### config.mk
export PLATFORM = sky130hd
export DESIGN_NAME = free_running_capture_compare_timer
export DESIGN_NICKNAME = d
export VERILOG_FILES = /design/src/frt_pkg.sv /design/src/pin_sync_edge.sv /design/src/free_running_capture_compare_timer.sv
export VERILOG_INCLUDE_DIRS = /design/src
export SDC_FILE = /design/constraint.sdc
export NUM_CORES = 1
export LEC_CHECK = 0
export BUFFER_PORTS_ARGS = -buffer_cell sky130_fd_sc_hd__buf_2
export CAP_MARGIN = 10
export CORE_MARGIN = 3
export CORE_UTILIZATION = 54
export DETAILED_ROUTE_END_ITERATION = 6
export PLACE_DENSITY = 0.85
export SYNTH_ARGS = -nofsm -noshare
export SYNTH_HDL_FRONTEND = slang
export SYNTH_SLANG_ARGS = --single-unit
### constraint.sdc
create_clock -name sys_clk_i -period 6.3 [get_ports sys_clk_i]
set_input_delay 1.26 -clock sys_clk_i [delete_from_list [all_inputs] [get_ports sys_clk_i]]
set_output_delay 1.26 -clock sys_clk_i [all_outputs]
set_load 0.02 [all_outputs]
### src/frt_regs.svh
// Constants of the free-running capture/compare timer
// How it works
// - Internal source advances counter on falling edge of clock divided by 2, 8, 32.
// - External source advances counter on each rising edge of the count pin.
// - Compare match A or B drives its programmed level onto its output pin.
// - With clear-on-match-A set, match A returns the counter to zero.
// - Each capture input makes a capture pulse on its selected edge.
// - Capture edge during upper-byte read of that register is postponed one cycle.
// - Buffer mode with opposite edge selects captures both edges of primary input.
// - Buffer channel edge still sets its flag and irq, but loads nothing.
// - Buffer mode capture waits one cycle while either pair register's upper byte is read.
// - A channel's capture pulse sets its capture flag.
// - Compare flag sets in last equal cycle, just before the counter moves.
// - Wrap flag sets when the counter goes from all ones to zero.
// - Seven interrupt sources, each gated by its own enable bit.
// - Separate request lines, priority capture A, B, C, D, compare A, B, wrap.
// - Counter clear coinciding with low-byte counter write wins; write is dropped.
// - Count pulse coinciding with low-byte counter write is lost; write is stored.
// - Low-byte compare write coinciding with its match suppresses that match.
// - Clock select switch from high source to low source counts once.
// - Switching between internal and external source may count once too.
// - Clock select 00 divides by 2, 01 by 8, 10 by 32, 11 external.
// - Upper byte writes go to the byte latch; lower byte write commits both to the counter or a compare register.
// - Upper byte read latches lower byte; next lower read returns latched byte.
// - Compare register reads return both bytes directly, bypassing the byte latch.
`ifndef FRT_REGS_SVH
`define FRT_REGS_SVH

// Clock select codes
`define FRT_CKS_DIV2 2'h0
`define FRT_CKS_DIV8 2'h1
`define FRT_CKS_DIV32 2'h2
`define FRT_CKS_EXT 2'h3

// Prescaler taps
`define FRT_DIV_WIDTH 5
`define FRT_DIV2_BIT 0
`define FRT_DIV8_BIT 2
`define FRT_DIV32_BIT 4

// Reset values
`define FRT_COUNTER_RST 16'h0000
`define FRT_COMPARE_RST 16'hFFFF
`define FRT_CAPTURE_RST 16'h0000
`define FRT_ALL_ONES 16'hFFFF

// Flag vector positions
`define FRT_FLAG_CMPA 4
`define FRT_FLAG_CMPB 5
`define FRT_FLAG_WRAP 6

// Timing
`define FRT_SYS_CLK_NS 20
`define FRT_EXT_PULSE_MIN_NS 30
`define FRT_EXT_PULSE_MIN_CYC ((`FRT_EXT_PULSE_MIN_NS + `FRT_SYS_CLK_NS - 1) / `FRT_SYS_CLK_NS)

`endif

### src/frt_pkg.sv
// Types of the free-running capture/compare timer
`default_nettype none
package frt_pkg;
  typedef logic [15:0] word_t;
  typedef enum logic [2:0] {
    SEL_COUNTER = 3'h0,
    SEL_COMPARE_A = 3'h1,
    SEL_COMPARE_B = 3'h2,
    SEL_CAPTURE_A = 3'h3,
    SEL_CAPTURE_B = 3'h4,
    SEL_CAPTURE_C = 3'h5,
    SEL_CAPTURE_D = 3'h6
  } reg_sel_e;
endpackage : frt_pkg
`default_nettype wire

### src/pin_sync_edge.sv
// Three-stage pin synchroniser with agreement filter and edge pulses
`timescale 1ns/100ps
`default_nettype none
module pin_sync_edge (
  // Clock and reset
  input wire logic sys_clk_i,
  input wire logic rst_i,
  // Pin
  input wire logic pin_i,
  // Filtered level and edges
  output logic level_o,
  output logic rise_o,
  output logic fall_o
);
  logic s1_ff;
  logic s2_ff;
  logic s3_ff;
  logic level_ff;
  logic rise_ff;
  logic fall_ff;

  always_ff @(posedge sys_clk_i or posedge rst_i)
  begin
    if (rst_i)
    begin
      s1_ff <= 1'b0;
      s2_ff <= 1'b0;
      s3_ff <= 1'b0;
    end
    else
    begin
      s1_ff <= pin_i;
      s2_ff <= s1_ff;
      s3_ff <= s2_ff;
    end
  end

  // Level moves only once stages two and three agree
  always_ff @(posedge sys_clk_i or posedge rst_i)
  begin
    if (rst_i)
    begin
      level_ff <= 1'b0;
      rise_ff <= 1'b0;
      fall_ff <= 1'b0;
    end
    else
    begin
      rise_ff <= (s2_ff == s3_ff) && s3_ff && !level_ff;
      fall_ff <= (s2_ff == s3_ff) && !s3_ff && level_ff;
      if (s2_ff == s3_ff)
        level_ff <= s3_ff;
    end
  end

  assign level_o = level_ff;
  assign rise_o = rise_ff;
  assign fall_o = fall_ff;
endmodule : pin_sync_edge
`default_nettype wire

### src/free_running_capture_compare_timer.sv
// Free-running 16-bit timer with two compares and four captures
`timescale 1ns/100ps
`default_nettype none
`include "frt_regs.svh"
module free_running_capture_compare_timer (
  // Clock and reset
  input wire logic sys_clk_i,
  input wire logic rst_i,
  // Mode control
  input wire logic clock_select_hi_i,
  input wire logic clock_select_lo_i,
  input wire logic clear_on_match_a_i,
  input wire logic buffer_en_a_i,
  input wire logic buffer_en_b_i,
  input wire logic [3:0] capture_edge_sel_i,
  input wire logic match_level_a_i,
  input wire logic match_level_b_i,
  input wire logic [6:0] irq_enable_i,
  // Pins
  input wire logic ext_count_clock_pin_i,
  input wire logic [3:0] capture_in_i,
  output logic compare_out_a_o,
  output logic compare_out_b_o,
  // CPU byte access
  input wire frt_pkg::reg_sel_e cpu_sel_i,
  input wire logic cpu_hi_i,
  input wire logic cpu_wr_i,
  input wire logic cpu_rd_i,
  input wire logic [7:0] cpu_wdata_i,
  output logic [7:0] cpu_rdata_o,
  // Flags
  input wire logic [6:0] flag_clear_i,
  output logic [3:0] capture_flag_o,
  output logic compare_flag_a_o,
  output logic compare_flag_b_o,
  output logic wrap_flag_o,
  // Interrupt requests
  output logic capture_irq_a_o,
  output logic capture_irq_b_o,
  output logic capture_irq_c_o,
  output logic capture_irq_d_o,
  output logic compare_irq_a_o,
  output logic compare_irq_b_o,
  output logic wrap_irq_o,
  output logic [2:0] irq_top_o
);
  import frt_pkg::*;

  // ************************************************************
  // Count clock source
  // ************************************************************
  logic [`FRT_DIV_WIDTH-1:0] div_cnt_ff;
  logic [1:0] cks;
  logic int_level;
  logic src_level;
  logic ext_level;
  logic prev_src_ff;
  logic tick;

  assign cks = {clock_select_hi_i, clock_select_lo_i};

  always_ff @(posedge sys_clk_i or posedge rst_i)
  begin
    if (rst_i)
      div_cnt_ff <= '0;
    else
      div_cnt_ff <= div_cnt_ff + 5'h1;
  end

  pin_sync_edge u_ext_sync (
    .sys_clk_i(sys_clk_i),
    .rst_i(rst_i),
    .pin_i(ext_count_clock_pin_i),
    .level_o(ext_level),
    .rise_o(),
    .fall_o()
  );

  // External level is inverted so that every source counts on a fall
  always_comb
  begin
    case (cks)
      `FRT_CKS_DIV2: int_level = div_cnt_ff[`FRT_DIV2_BIT];
      `FRT_CKS_DIV8: int_level = div_cnt_ff[`FRT_DIV8_BIT];
      `FRT_CKS_DIV32: int_level = div_cnt_ff[`FRT_DIV32_BIT];
      default: int_level = 1'b0;
    endcase
    src_level = (cks == `FRT_CKS_EXT) ? !ext_level : int_level;
  end

  // Previous level is of the selected source, so a high-to-low switch counts
  always_ff @(posedge sys_clk_i or posedge rst_i)
  begin
    if (rst_i)
      prev_src_ff <= 1'b0;
    else
      prev_src_ff <= src_level;
  end

  assign tick = prev_src_ff && !src_level;

  // ************************************************************
  // Counter, compares and byte access
  // ************************************************************
  word_t free_counter_ff;
  word_t compare_reg_a_ff;
  word_t compare_reg_b_ff;
  word_t cap_ff [4];
  logic [7:0] temp_ff;
  logic [7:0] rdata_ff;
  logic wr_lo_cnt;
  logic wr_lo_cmp_a;
  logic wr_lo_cmp_b;
  logic match_a;
  logic match_b;
  logic clear_a;
  logic wrap_evt;
  logic compare_out_a_ff;
  logic compare_out_b_ff;
  word_t rd_word;

  assign wr_lo_cnt = cpu_wr_i && !cpu_hi_i && (cpu_sel_i == SEL_COUNTER);
  assign wr_lo_cmp_a = cpu_wr_i && !cpu_hi_i && (cpu_sel_i == SEL_COMPARE_A);
  assign wr_lo_cmp_b = cpu_wr_i && !cpu_hi_i && (cpu_sel_i == SEL_COMPARE_B);

  // Match is taken in the last equal cycle, as the counter is about to move
  assign match_a = tick && (free_counter_ff == compare_reg_a_ff) && !wr_lo_cmp_a;
  assign match_b = tick && (free_counter_ff == compare_reg_b_ff) && !wr_lo_cmp_b;
  assign clear_a = match_a && clear_on_match_a_i;
  assign wrap_evt = tick && (free_counter_ff == `FRT_ALL_ONES) && !clear_a && !wr_lo_cnt;

  always_ff @(posedge sys_clk_i or posedge rst_i)
  begin
    if (rst_i)
      free_counter_ff <= `FRT_COUNTER_RST;
    else if (clear_a)
      free_counter_ff <= `FRT_COUNTER_RST;
    else if (wr_lo_cnt)
      free_counter_ff <= {temp_ff, cpu_wdata_i};
    else if (tick)
      free_counter_ff <= free_counter_ff + 16'h0001;
  end

  always_ff @(posedge sys_clk_i or posedge rst_i)
  begin
    if (rst_i)
    begin
      compare_reg_a_ff <= `FRT_COMPARE_RST;
      compare_reg_b_ff <= `FRT_COMPARE_RST;
    end
    else
    begin
      if (wr_lo_cmp_a)
        compare_reg_a_ff <= {temp_ff, cpu_wdata_i};
      if (wr_lo_cmp_b)
        compare_reg_b_ff <= {temp_ff, cpu_wdata_i};
    end
  end

  always_ff @(posedge sys_clk_i or posedge rst_i)
  begin
    if (rst_i)
    begin
      compare_out_a_ff <= 1'b0;
      compare_out_b_ff <= 1'b0;
    end
    else
    begin
      if (match_a)
        compare_out_a_ff <= match_level_a_i;
      if (match_b)
        compare_out_b_ff <= match_level_b_i;
    end
  end

  assign compare_out_a_o = compare_out_a_ff;
  assign compare_out_b_o = compare_out_b_ff;

  always_comb
  begin
    case (cpu_sel_i)
      SEL_COMPARE_A: rd_word = compare_reg_a_ff;
      SEL_COMPARE_B: rd_word = compare_reg_b_ff;
      SEL_CAPTURE_A: rd_word = cap_ff[0];
      SEL_CAPTURE_B: rd_word = cap_ff[1];
      SEL_CAPTURE_C: rd_word = cap_ff[2];
      SEL_CAPTURE_D: rd_word = cap_ff[3];
      default: rd_word = free_counter_ff;
    endcase
  end

  // One byte latch serves reads and writes; compares bypass it on reads
  always_ff @(posedge sys_clk_i or posedge rst_i)
  begin
    if (rst_i)
    begin
      temp_ff <= 8'h00;
      rdata_ff <= 8'h00;
    end
    else if (cpu_wr_i && cpu_hi_i)
      temp_ff <= cpu_wdata_i;
    else if (cpu_rd_i && cpu_hi_i)
    begin
      rdata_ff <= rd_word[15:8];
      if (cpu_sel_i != SEL_COMPARE_A && cpu_sel_i != SEL_COMPARE_B)
        temp_ff <= rd_word[7:0];
    end
    else if (cpu_rd_i)
    begin
      if (cpu_sel_i == SEL_COMPARE_A || cpu_sel_i == SEL_COMPARE_B)
        rdata_ff <= rd_word[7:0];
      else
        rdata_ff <= temp_ff;
    end
  end

  assign cpu_rdata_o = rdata_ff;

  // ************************************************************
  // Input capture
  // ************************************************************
  logic [3:0] pin_rise;
  logic [3:0] pin_fall;
  logic [3:0] rd_hi;
  logic [3:0] raw;
  logic [3:0] block;
  logic [3:0] fire;
  logic [3:0] pend_ff;
  logic [1:0] buf_en;

  assign buf_en = {buffer_en_b_i, buffer_en_a_i};

  genvar n;
  generate
    for (n = 0; n < 4; n++)
    begin : g_cap
      pin_sync_edge u_sync (
        .sys_clk_i(sys_clk_i),
        .rst_i(rst_i),
        .pin_i(capture_in_i[n]),
        .level_o(),
        .rise_o(pin_rise[n]),
        .fall_o(pin_fall[n])
      );
      assign rd_hi[n] = cpu_rd_i && cpu_hi_i && (cpu_sel_i == reg_sel_e'(3'(n + 3)));
      if (n < 2)
      begin : g_prim
        // Buffer mode adds the partner's edge select, giving both edges if opposite
        assign raw[n] = (pin_rise[n] && (capture_edge_sel_i[n] ||
                        (buf_en[n] && capture_edge_sel_i[n+2]))) ||
                        (pin_fall[n] && (!capture_edge_sel_i[n] ||
                        (buf_en[n] && !capture_edge_sel_i[n+2])));
        assign block[n] = rd_hi[n] || (buf_en[n] && rd_hi[n+2]);
        always_ff @(posedge sys_clk_i or posedge rst_i)
        begin
          if (rst_i)
            cap_ff[n] <= `FRT_CAPTURE_RST;
          else if (fire[n])
            cap_ff[n] <= free_counter_ff;
        end
      end
      else
      begin : g_buf
        assign raw[n] = (pin_rise[n] && capture_edge_sel_i[n]) ||
                        (pin_fall[n] && !capture_edge_sel_i[n]);
        assign block[n] = rd_hi[n] || (buf_en[n-2] && rd_hi[n-2]);
        always_ff @(posedge sys_clk_i or posedge rst_i)
        begin
          if (rst_i)
            cap_ff[n] <= `FRT_CAPTURE_RST;
          else if (buf_en[n-2] && fire[n-2])
            cap_ff[n] <= cap_ff[n-2];
          else if (!buf_en[n-2] && fire[n])
            cap_ff[n] <= free_counter_ff;
        end
      end
      assign fire[n] = (raw[n] || pend_ff[n]) && !block[n];
      // Postponed pulse waits while the upper byte read persists
      always_ff @(posedge sys_clk_i or posedge rst_i)
      begin
        if (rst_i)
          pend_ff[n] <= 1'b0;
        else
          pend_ff[n] <= (raw[n] || pend_ff[n]) && block[n];
      end
    end
  endgenerate

  // ************************************************************
  // Flags and interrupt requests
  // ************************************************************
  logic [6:0] flags_ff;
  logic [6:0] irq;

  function automatic logic [2:0] top_request(input logic [6:0] req);
    logic [2:0] idx;
    idx = 3'h0;
    for (int i = 6; i >= 0; i--)
      if (req[i])
        idx = 3'(i + 1);
    return idx;
  endfunction : top_request

  // Set wins over a clear in the same cycle
  always_ff @(posedge sys_clk_i or posedge rst_i)
  begin
    if (rst_i)
      flags_ff <= 7'h00;
    else
      flags_ff <= (flags_ff & ~flag_clear_i) | {wrap_evt, match_b, match_a, fire};
  end

  assign irq = flags_ff & irq_enable_i;
  assign capture_flag_o = flags_ff[3:0];
  assign compare_flag_a_o = flags_ff[`FRT_FLAG_CMPA];
  assign compare_flag_b_o = flags_ff[`FRT_FLAG_CMPB];
  assign wrap_flag_o = flags_ff[`FRT_FLAG_WRAP];
  assign capture_irq_a_o = irq[0];
  assign capture_irq_b_o = irq[1];
  assign capture_irq_c_o = irq[2];
  assign capture_irq_d_o = irq[3];
  assign compare_irq_a_o = irq[`FRT_FLAG_CMPA];
  assign compare_irq_b_o = irq[`FRT_FLAG_CMPB];
  assign wrap_irq_o = irq[`FRT_FLAG_WRAP];
  assign irq_top_o = top_request(irq);
endmodule : free_running_capture_compare_timer
`default_nettype wire

==> results of run 1 <==
==> critical path, stage by stage <==
cell and delay (ns):
buf_2 0.62, clkinv_1 0.67, a211oi_1 0.66, nor2_1 0.08
buf_4 0.24, nand2_1 0.78, a31oi_1 0.21
==> cell families (layout without fill, tap and decap cells) <==
family	count (synthesis)	after routing	synth area share
and+or+nand+nor	309	309	0.157
adders and majority gates	11	11	0.0151
xor gates and xnor gates	43	43	0.0421
muxes	89	89	0.112
DFF	175	175	0.494
AOI/OAI and AO/OA	189	189	0.140
buffers and inverters	87	140	0.0399
==> worst max path at each step <==
stage / to / cells after the start
after floorplan: cap_ff[0]$_DFFE_PP0P_ / 1
after global placement: cap_ff[30]$_DFFE_PP0P_ / 8
after detailed placement: cap_ff[21]$_DFFE_PP0P_ / 7
after CTS: cap_ff[26]$_DFFE_PP0P_ / 7
after global routing: cap_ff[26]$_DFFE_PP0P_ / 7
final: cap_ff[26]$_DFFE_PP0P_ / 7
==> state kept, by name, indices dropped and copies added, names as in the netlist, 4 cells and up <==
register / cells
free_counter_ff: 16
div_cnt_ff: 5
g_cap.u_sync.s3_ff: 4
g_cap.u_sync.fall_o: 4
flags_ff: 7
cap_ff: 64
g_cap.u_sync.level_o: 4
compare_reg_b_ff: 16
pend_ff: 4
g_cap.u_sync.s2_ff: 4
g_cap.u_sync.s1_ff: 4
cpu_rdata_o: 8
temp_ff: 8
compare_reg_a_ff: 16
g_cap.u_sync.rise_o: 4
==> area by class of cell <==
type	count	area, µm²	area share
clock inverter	14	131	0.0132
multi-input combinational	641	4180	0.419
tap	216	270	0.0271
timing repair buffer	82	435	0.0436
sequential	175	4420	0.443
clock buffer	18	439	0.0440
inverter	26	103	0.0103
==> layer usage <==
metal	vias to the layer above	routed length (µm)
met5	-	0
met4	0	1440
met3	105	2230
met2	470	11200
met1	3591	9600
li1	3269	-
==> through the flow <==
step           instance area, µm²  utilization  setup WS, ns  total power [W]
3_5_place_dp                 9400        0.585          1.72          0.00270
3_3_place_gp                 9400        0.585          1.84          0.00266
5_1_grt                      9980        0.621          1.79          0.00391
2_1_floorplan                8950            -         0.348          0.00239
4_1_cts                      9970        0.621          2.13          0.00372
6_report                     9980        0.621          2.00          0.00374
==> power breakdown <==
part	total (W)	switching [W]	internal (W)
combinational	0.000863	0.000438	0.000425
sequential	0.00186	0.000392	0.00147
clock	0.00102	0.000456	0.000559
total	0.00374	0.00129	0.00246
==> cells in the mapped netlist, types with 2 or more instances <==
cell type,number
nor2b_1,19
nor2_1,90
ha_1,10
xnor2_1,12
nand2b_1,4
o21a_1,3
dfstp_2,32
and2_1,12
a311oi_1,2
nor3_1,6
o21ai_1,2
inv_1,25
o31ai_1,4
clkbuf_1,36
a31oi_1,40
a22oi_1,7
o22ai_1,17
mux2i_1,6
dfrtp_1,143
xor2_1,31
nand3_1,16
and3_1,6
buf_2,15
o211ai_1,15
nand2_1,121
buf_1,8
mux2_2,82
nor4_1,8
a211o_1,10
or2_2,5
a22o_1,2
o21ai_0,37
nand3b_1,3
o221ai_1,7
nand4_1,7
a21o_1,6
a211oi_1,11
or4_1,6
a221oi_1,4
a21oi_1,16
==> metrics.yaml, run 1 <==
outcome: "finished with violations"
failed_checks: "design-rule violations"
nFillCells: 1241
holdCritPathClass: "register to register"
cts_buffers: 17
grt.overflow.total: 0
r2r-start: "g_cap[0].u_sync.rise_o$_DFF_PP0_"
hold_slack_ns: 0.354
yosys-top-cells-area: "dfrtp_1 40%, mux2_2 10%, dfstp_2 9.4%"
post-synth-top-area-fraction: 0.400
place_congestion: 1.03
ys_seq_area_frac: 0.494
wirelength_mm: 24.5
nets: 999
grt_max_degree: 89
yosysTopAreaCell: "dfrtp_1"
die_area_um2: 18100
grt_use_met3: 0.0607
num_vias: 7435
fmax_mhz: 233
hold_path_end: "g_cap[2].u_sync.s2_ff$_DFF_PP0_"
synthFlopType: "dfrtp_1"
dp_hpwl_mm: 16.8
reg2reg_depth: 6
crit_path_end_kind: "register"
die_width_um: 135
h-tree-depth: 4
cp_max_fo: 39
wl_per_cell_um: 20.9
root_buffer: "clkbuf_16"
viasPerCell: 6.34
fp.coreArea_um2: 16100
cts_resized: 0
grt_pass1_vias: 7144
rrSetupSlack_ns: 3.70
cts_hold_buf: 0
crit_arrival_ns: 4.55
syn_to_final_growth_pct: 11.5
yosysWarnings: 0
required_ns: 6.55
leakage_nw: 4.30
cap_violations: 0
hold_viol: 0
slew_headroom: 0.313
drt_pre_antenna_iters: 7
track_usage: 0.279
cts_tree: "built"
clk_pin_slew_ns: 0.07
ys_types: 57
syn-mean-instance-area_um2: 9.91
syn-cell-area_um2: 8950
clock_skew_ns: 0.00804
cts_buffer_depth: 2
io_buffers: 72
synth_fp_nets: 959
use_met1: 0.377
rows: 46
clock_latency_ns: 0.44
drive_gt1_frac: 0.249
ios: 73
fin_tns_setup_ns: 0
cts.sink_count: 175
antenna_found_initial: 0
worstHoldStart: "g_cap[2].u_sync.s1_ff$_DFF_PP0_"
hold_depth: 0
fin_cells: 1172
reg2reg_to: "cap_ff[26]$_DFFE_PP0P_"
ys_ff_latch: 175
post_cts_buffers: 0
drcViolationCount: 9
final_cell_mix: "143 x dfrtp_1, 121 x nand2_1, 90 x nor2_1"
die_y_um: 135
worstSetupPathType: "input pin to register"
power_density_nw_per_um2: 375
ant_nets: 0
use_met2: 0.420
setup_viol: 0
grt_pass1_wl_mm: 39.0
crit_start: "cpu_sel_i[0]"
syn_inst: 903
async_reset_ff_frac: 1.00
synth_edf_count: 0
start_util: 0.557
final_common_cell: "dfrtp_1"
slew_violations: 0
vdd_drop_max_mv: 0.232
drt_iter0_drc: 996
critPathLaunchType: "input pin"
busiest_layer: "met2"
layout_min_cycle_time_ns: 4.30
tightestPinTransition_ns: 1.03
rsz0062_at_grt: "no"
period_share: 0.682
diodes: 0
place_inst: 1139
Note: power is estimated with default switching activity, not from simulation.
==> run 2, diff against run 1 <==
Clock period 6.3 ns to 3.9 ns, I/O delays scaled along.
==> run 2 against run 1 <==
Net effect: highest routed layer unchanged; power up 67%; critical path type unchanged; design area up 1.1%; the flow now finishes without violations; die area unchanged; clock skew down 0.00099 ns; core utilization up 0.70 points; combinational power up 66%; clock power up 75%; sequential cell count unchanged.
==> metrics.yaml, run 2 (synthesis gave the netlist of run 1 again) <==
cts_buffers: 17
root_buffer: "clkbuf_16"
die_y_um: 135
cts_buffer_depth: 2
num_vias: 7400
fmax_mhz: 329
power.total_w: 0.00625
tightestPinTransition_ns: 1.30
final_util: 0.628
place_ws_ns: 0.451
grt_pass1_wl_mm: 39.6
die_area_um2: 18100
cts_hold_buf: 0
final_common_cell: "dfrtp_1"
drt_pre_antenna_iters: 6
nFillCells: 1245
drcViolationCount: 0
leakage_nw: 4.36
cts_resized: 0
clock_skew_ns: 0.00704
wirelength_mm: 25.0
rows: 46
dpl_cell_area_um2: 9470
path_cells: "buf_2, inv_1, o211a_1, nor2_1, and2_1, nand2_1, a31oi_1"
required_ns: 4.25
slew_violations: 0
crit_arrival_ns: 3.39
viasPerCell: 6.28
crit_path_end_kind: "register"
layout_min_cycle_time_ns: 3.04
cap_violations: 0
wl_per_cell_um: 21.2
syn_to_final_growth_pct: 12.8
grt.overflow.total: 0
path_delay_family: "simple AND/OR/NAND/NOR gates"
setup_viol: 0
final_cell_mix: "143 x dfrtp_1, 121 x nand2_1, 90 x nor2_1"
h-tree-depth: 4
slew_headroom: 0.133
ant_nets: 0
grt_max_degree: 176
cts_tree: "built"
clock_latency_ns: 0.43
critPathLaunchType: "input pin"
antenna_found_initial: 0
die_width_um: 135
vdd_drop_max_mv: 0.350
power_density_nw_per_um2: 619
top_register: "cap_ff"
outcome: "finished clean"
grt_pass1_vias: 7224
rsz0062_at_grt: "no"
fin_tns_setup_ns: 0
worstSetupPathType: "input pin to register"
layout_setup_ws_ns: 0.861
dp_hpwl_mm: 17.2
drt_iter0_drc: 987
slowest_stage: "and2_1"
cp_max_fo: 22
fin_area_um2: 10100
cpPeakStageDelay_ns: 0.67
drive_gt1_frac: 0.253
fp.coreArea_um2: 16100
cts.sink_count: 175
ios: 73
clk_pin_slew_ns: 0.07
nets: 1006
worst-path-buf-inv: 2
io_buffers: 72
diodes: 0
post_cts_buffers: 0
track_usage: 0.283
hold_viol: 0
holdCritPathClass: "register to register"
start_util: 0.557
place_congestion: 1.01
largest_register_ffs: 64
period_share: 0.779
run 2: per-layer routing:
| metal | wire [µm] | up-vias | track usage | share of wire |
|---|---|---|---|---|
| li1 | - | 3291 | - | - |
| met1 | 9900 | 3593 | 0.377 | 0.40 |
| met2 | 11700 | 417 | 0.444 | 0.47 |
| met3 | 2180 | 99 | 0.0559 | 0.087 |
| met4 | 1190 | 0 | 0.141 | 0.048 |
| met5 | 0 | - | 0 | 0 |
run 2: cell type report:
cell class | count | area, µm² | share of cell area
Multi-Input combinational cell | 641 | 4180 | 0.414
Clock inverter | 14 | 180 | 0.0179
Tap cell | 216 | 270 | 0.0268
Inverter | 26 | 101 | 0.0100
Sequential cell | 175 | 4420 | 0.438
Clock buffer | 18 | 439 | 0.0435
Timing Repair Buffer | 89 | 500 | 0.0496
run 2: report_power, final:
part / switching (W) / total [W] / leakage [nW] / internal, W
Clock: 0.000753 / 0.00179 / 0.299 / 0.00104
Sequential: 0.000651 / 0.00303 / 1.99 / 0.00238
Combinational: 0.000734 / 0.00143 / 2.08 / 0.000693
run 2: final timing paths:
kind | startpoint | to | slack [ns] | cells after the start
max in group asynchronous | rst_i | cap_ff[14]$_DFFE_PP0P_ | 2.62 | 3
min in group asynchronous | rst_i | g_cap[1].u_sync.s2_ff$_DFF_PP0_ | 0.58 | 3
max | cpu_sel_i[1] | cap_ff[11]$_DFFE_PP0P_ | 0.86 | 7
min | g_cap[0].u_sync.s1_ff$_DFF_PP0_ | g_cap[0].u_sync.s2_ff$_DFF_PP0_ | 0.35 | 0
min reg2reg | g_cap[0].u_sync.s1_ff$_DFF_PP0_ | g_cap[0].u_sync.s2_ff$_DFF_PP0_ | 0.35 | 0
max reg2reg | free_counter_ff[9]$_DFFE_PP0P_ | free_counter_ff[1]$_DFFE_PP0P_ | 1.30 | 7
run 2: metrics by stage:
| stage | cells | hold slack, ns |
|---|---|---|
| 6_report | 1179 | 0.349 |
| 5_1_grt | 1179 | 0.351 |
| 4_1_cts | 1179 | 0.348 |
| 3_5_place_dp | 1147 | 0.336 |
| 3_3_place_gp | 1147 | 0.332 |
| 2_1_floorplan | 903 | 0.331 |
==> run 3, diff against run 2 <==
Settings changed: ABC_AREA set to 1.
Clock period 3.9 ns to 2.6 ns, I/O delays scaled along.
==> run 3 against run 2 <==
Net effect: sequential share of layout area down 0.68 points; worst hold slack got worse by 0.27 ns; area after synthesis about the same; die area about the same; core utilization up 1.0 points; via count rose by 13%; sequential cell count unchanged; clock-buffer cell count rose by 1; clock power is 52% higher; critical endpoint is now free_counter_ff[7]$_DFFE_PP0P_; largest cell class unchanged.
==> metrics.yaml, run 3 <==
cts_hold_buf: 0
syn-mean-instance-area_um2: 7.70
synth_fa_ha_area_frac: 0.0151
io_buffers: 72
vdd_drop_max_mv: 0.541
leakage_nw: 5.25
holdCritPathClass: "input pin to asynchronous set/reset pin"
ys_seq_area_frac: 0.494
root_buffer: "clkbuf_16"
cp_max_fo: 9
cts_tree: "built"
num_vias: 8352
worstSetupPathType: "register to register"
slowest_stage: "dfrtp_1"
ys_top_cells_by_count: "388 x nand2_1, 155 x o21ai_0, 143 x dfrtp_1, 127 x inv_1, 70 x nor2_1"
crit_arrival_ns: 2.48
cts_buffer_depth: 2
antenna_found_initial: 0
drcViolationCount: 0
cap_violations: 0
top_register: "cap_ff"
synth_simple_gate_area_share: 0.257
die_area_um2: 18100
clock_skew_ns: 0.0103
setup_viol: 0
cpMostUsedCell: "nand2_1"
synth-compound-area-share: 0.134
path_cells: "inv_1, nand2_1, nand2_1, nor2_1, nand2_1, nor2_1, nand4_2, nand2_2, o21ai_0"
synthXorXnorAreaFrac: 0.0196
critPathLaunchType: "register"
wl_per_cell_um: 17.5
syn-cell-area_um2: 8950
cts_buffers: 17
final_cell_mix: "388 x nand2_1, 155 x o21ai_0, 143 x dfrtp_1"
rrSetupSlack_ns: 0.43
grt_pass1_wl_mm: 41.7
largest_register_ffs: 64
yosysMostFrequentCell: "nand2_1"
dp_hpwl_mm: 18.5
diodes: 0
outcome: "finished clean"
cpPeakStageDelay_ns: 0.56
drive_gt1_frac: 0.146
fin_tns_setup_ns: 0
multi_input_area_um2: 3830
power_density_nw_per_um2: 907
clock_latency_ns: 0.44
grt.overflow.total: 0
grt_max_degree: 82
cts.sink_count: 175
worst-path-buf-inv: 1
layout_min_cycle_time_ns: 2.17
synth_top_family_by_area: "simple AND/OR/NAND/NOR gates"
tightestPinTransition_ns: 0.623
fin_cells: 1466
h-tree-depth: 4
slew_headroom: 0.583
ys_types: 41
clk_pin_slew_ns: 0.07
period_share: 0.833
syn_inst: 1162
post-synth-top-area-fraction: 0.400
ios: 73
place_ws_ns: 0.395
die_width_um: 135
synth_mux_area_frac: 0.00378
path_delay_family: "simple AND/OR/NAND/NOR gates"
drt_pre_antenna_iters: 6
final_common_cell: "nand2_1"
synthFlopType: "dfrtp_1"
required_ns: 2.91
place_congestion: 0.990
slew_violations: 0
yosys-top-cells-area: "dfrtp_1 40%, nand2_1 16%, dfstp_2 9.4%"
wirelength_mm: 25.6
yosysWarnings: 0
nFillCells: 1340
syn_to_final_growth_pct: 14.6
nets: 1293
ant_nets: 0
seq_area_um2: 4420
place_inst: 1434
grt_pass1_vias: 7947
track_usage: 0.292
rows: 46
fp.coreArea_um2: 16100
async_reset_ff_frac: 1.00
yosysTopAreaCell: "dfrtp_1"
hold_viol: 0
rsz0062_at_grt: "no"
ys_ff_latch: 175
synth_edf_count: 0
synth_fp_nets: 1218
fmax_mhz: 462
drt_iter0_drc: 1005
post_cts_buffers: 0
layout_setup_ws_ns: 0.435
crit_path_end_kind: "register"
start_util: 0.557
cts_resized: 0
die_y_um: 135
viasPerCell: 5.70
[run 3: changes by cell type after synthesis, sizes merged, moves of 11 or more]
cell    delta
nand2    +270
o21ai    +116
inv      +107
mux2      -79
nand3     +38
a31oi     -35
nor2b     -19
xor2      -19
nor2      -18
nand4     +17
a21oi     +14
and2      -12
a211oi    -11
[run 3: final cells by class]
cell class                 count  share of cell area
timing repair buffer          98              0.0579
tap                          216              0.0264
inverter                     133              0.0491
multi-input combinational    812               0.374
sequential                   175               0.431
clock inverter                13              0.0171
clock buffer                  19              0.0442
[run 3: logic make-up (layout without fill, tap and decap cells)]
family                   count (synthesis)  in the layout
buffers and inverters                  175            263
XOR/XNOR                                20             20
multiplexers                             3              3
AO/OA/AOI/OAI                          220            220
flip-flops                             175            175
adder cells (fa/ha/maj)                 11             11
AND/OR/NAND/NOR                        558            558
[run 3: path summary, 6_finish.rpt]
kind / startpoint / end / cells past startpoint
worst max-delay path: free_counter_ff[3]$_DFFE_PP0P_ / free_counter_ff[7]$_DFFE_PP0P_ / 9
worst min-delay path: rst_i / cap_ff[4]$_DFFE_PP0P_ / 2
worst max register to register: free_counter_ff[3]$_DFFE_PP0P_ / free_counter_ff[7]$_DFFE_PP0P_ / 9
worst min register to register: g_cap[3].u_sync.s1_ff$_DFF_PP0_ / g_cap[3].u_sync.s2_ff$_DFF_PP0_ / 0
max in group asynchronous: rst_i / compare_reg_b_ff[8]$_DFFE_PP1P_ / 3
min in group sys_clk_i: ext_count_clock_pin_i / u_ext_sync.s1_ff$_DFF_PP0_ / 1
[run 3: metrics by stage]
stage	total power, W	instance area, µm²	utilization	hold slack (ns)
after floorplan	0.00561	8950	-	0.331
after global placement	0.00643	9620	0.599	0.333
after detailed placement	0.00651	9620	0.599	0.338
after CTS	0.00925	10200	0.638	0.0876
after global routing	0.00981	10200	0.638	0.0966
final	0.00930	10200	0.638	0.0796
[run 3: power by group]
group	leakage [nW]	switching (W)	internal [W]
clock network	0.301	0.00114	0.00158
registers	2.16	0.000691	0.00353
logic	2.79	0.00153	0.000831
total	5.25	0.00336	0.00594
[run 3: routing by layer]
layer / global-route usage / routed length [µm] / up-vias
li1: - / - / 3897
met1: 0.404 / 10200 / 3936
met2: 0.472 / 12200 / 458
met3: 0.0574 / 2540 / 61
met4: 0.0843 / 695 / 0
met5: 0 / 0 / -
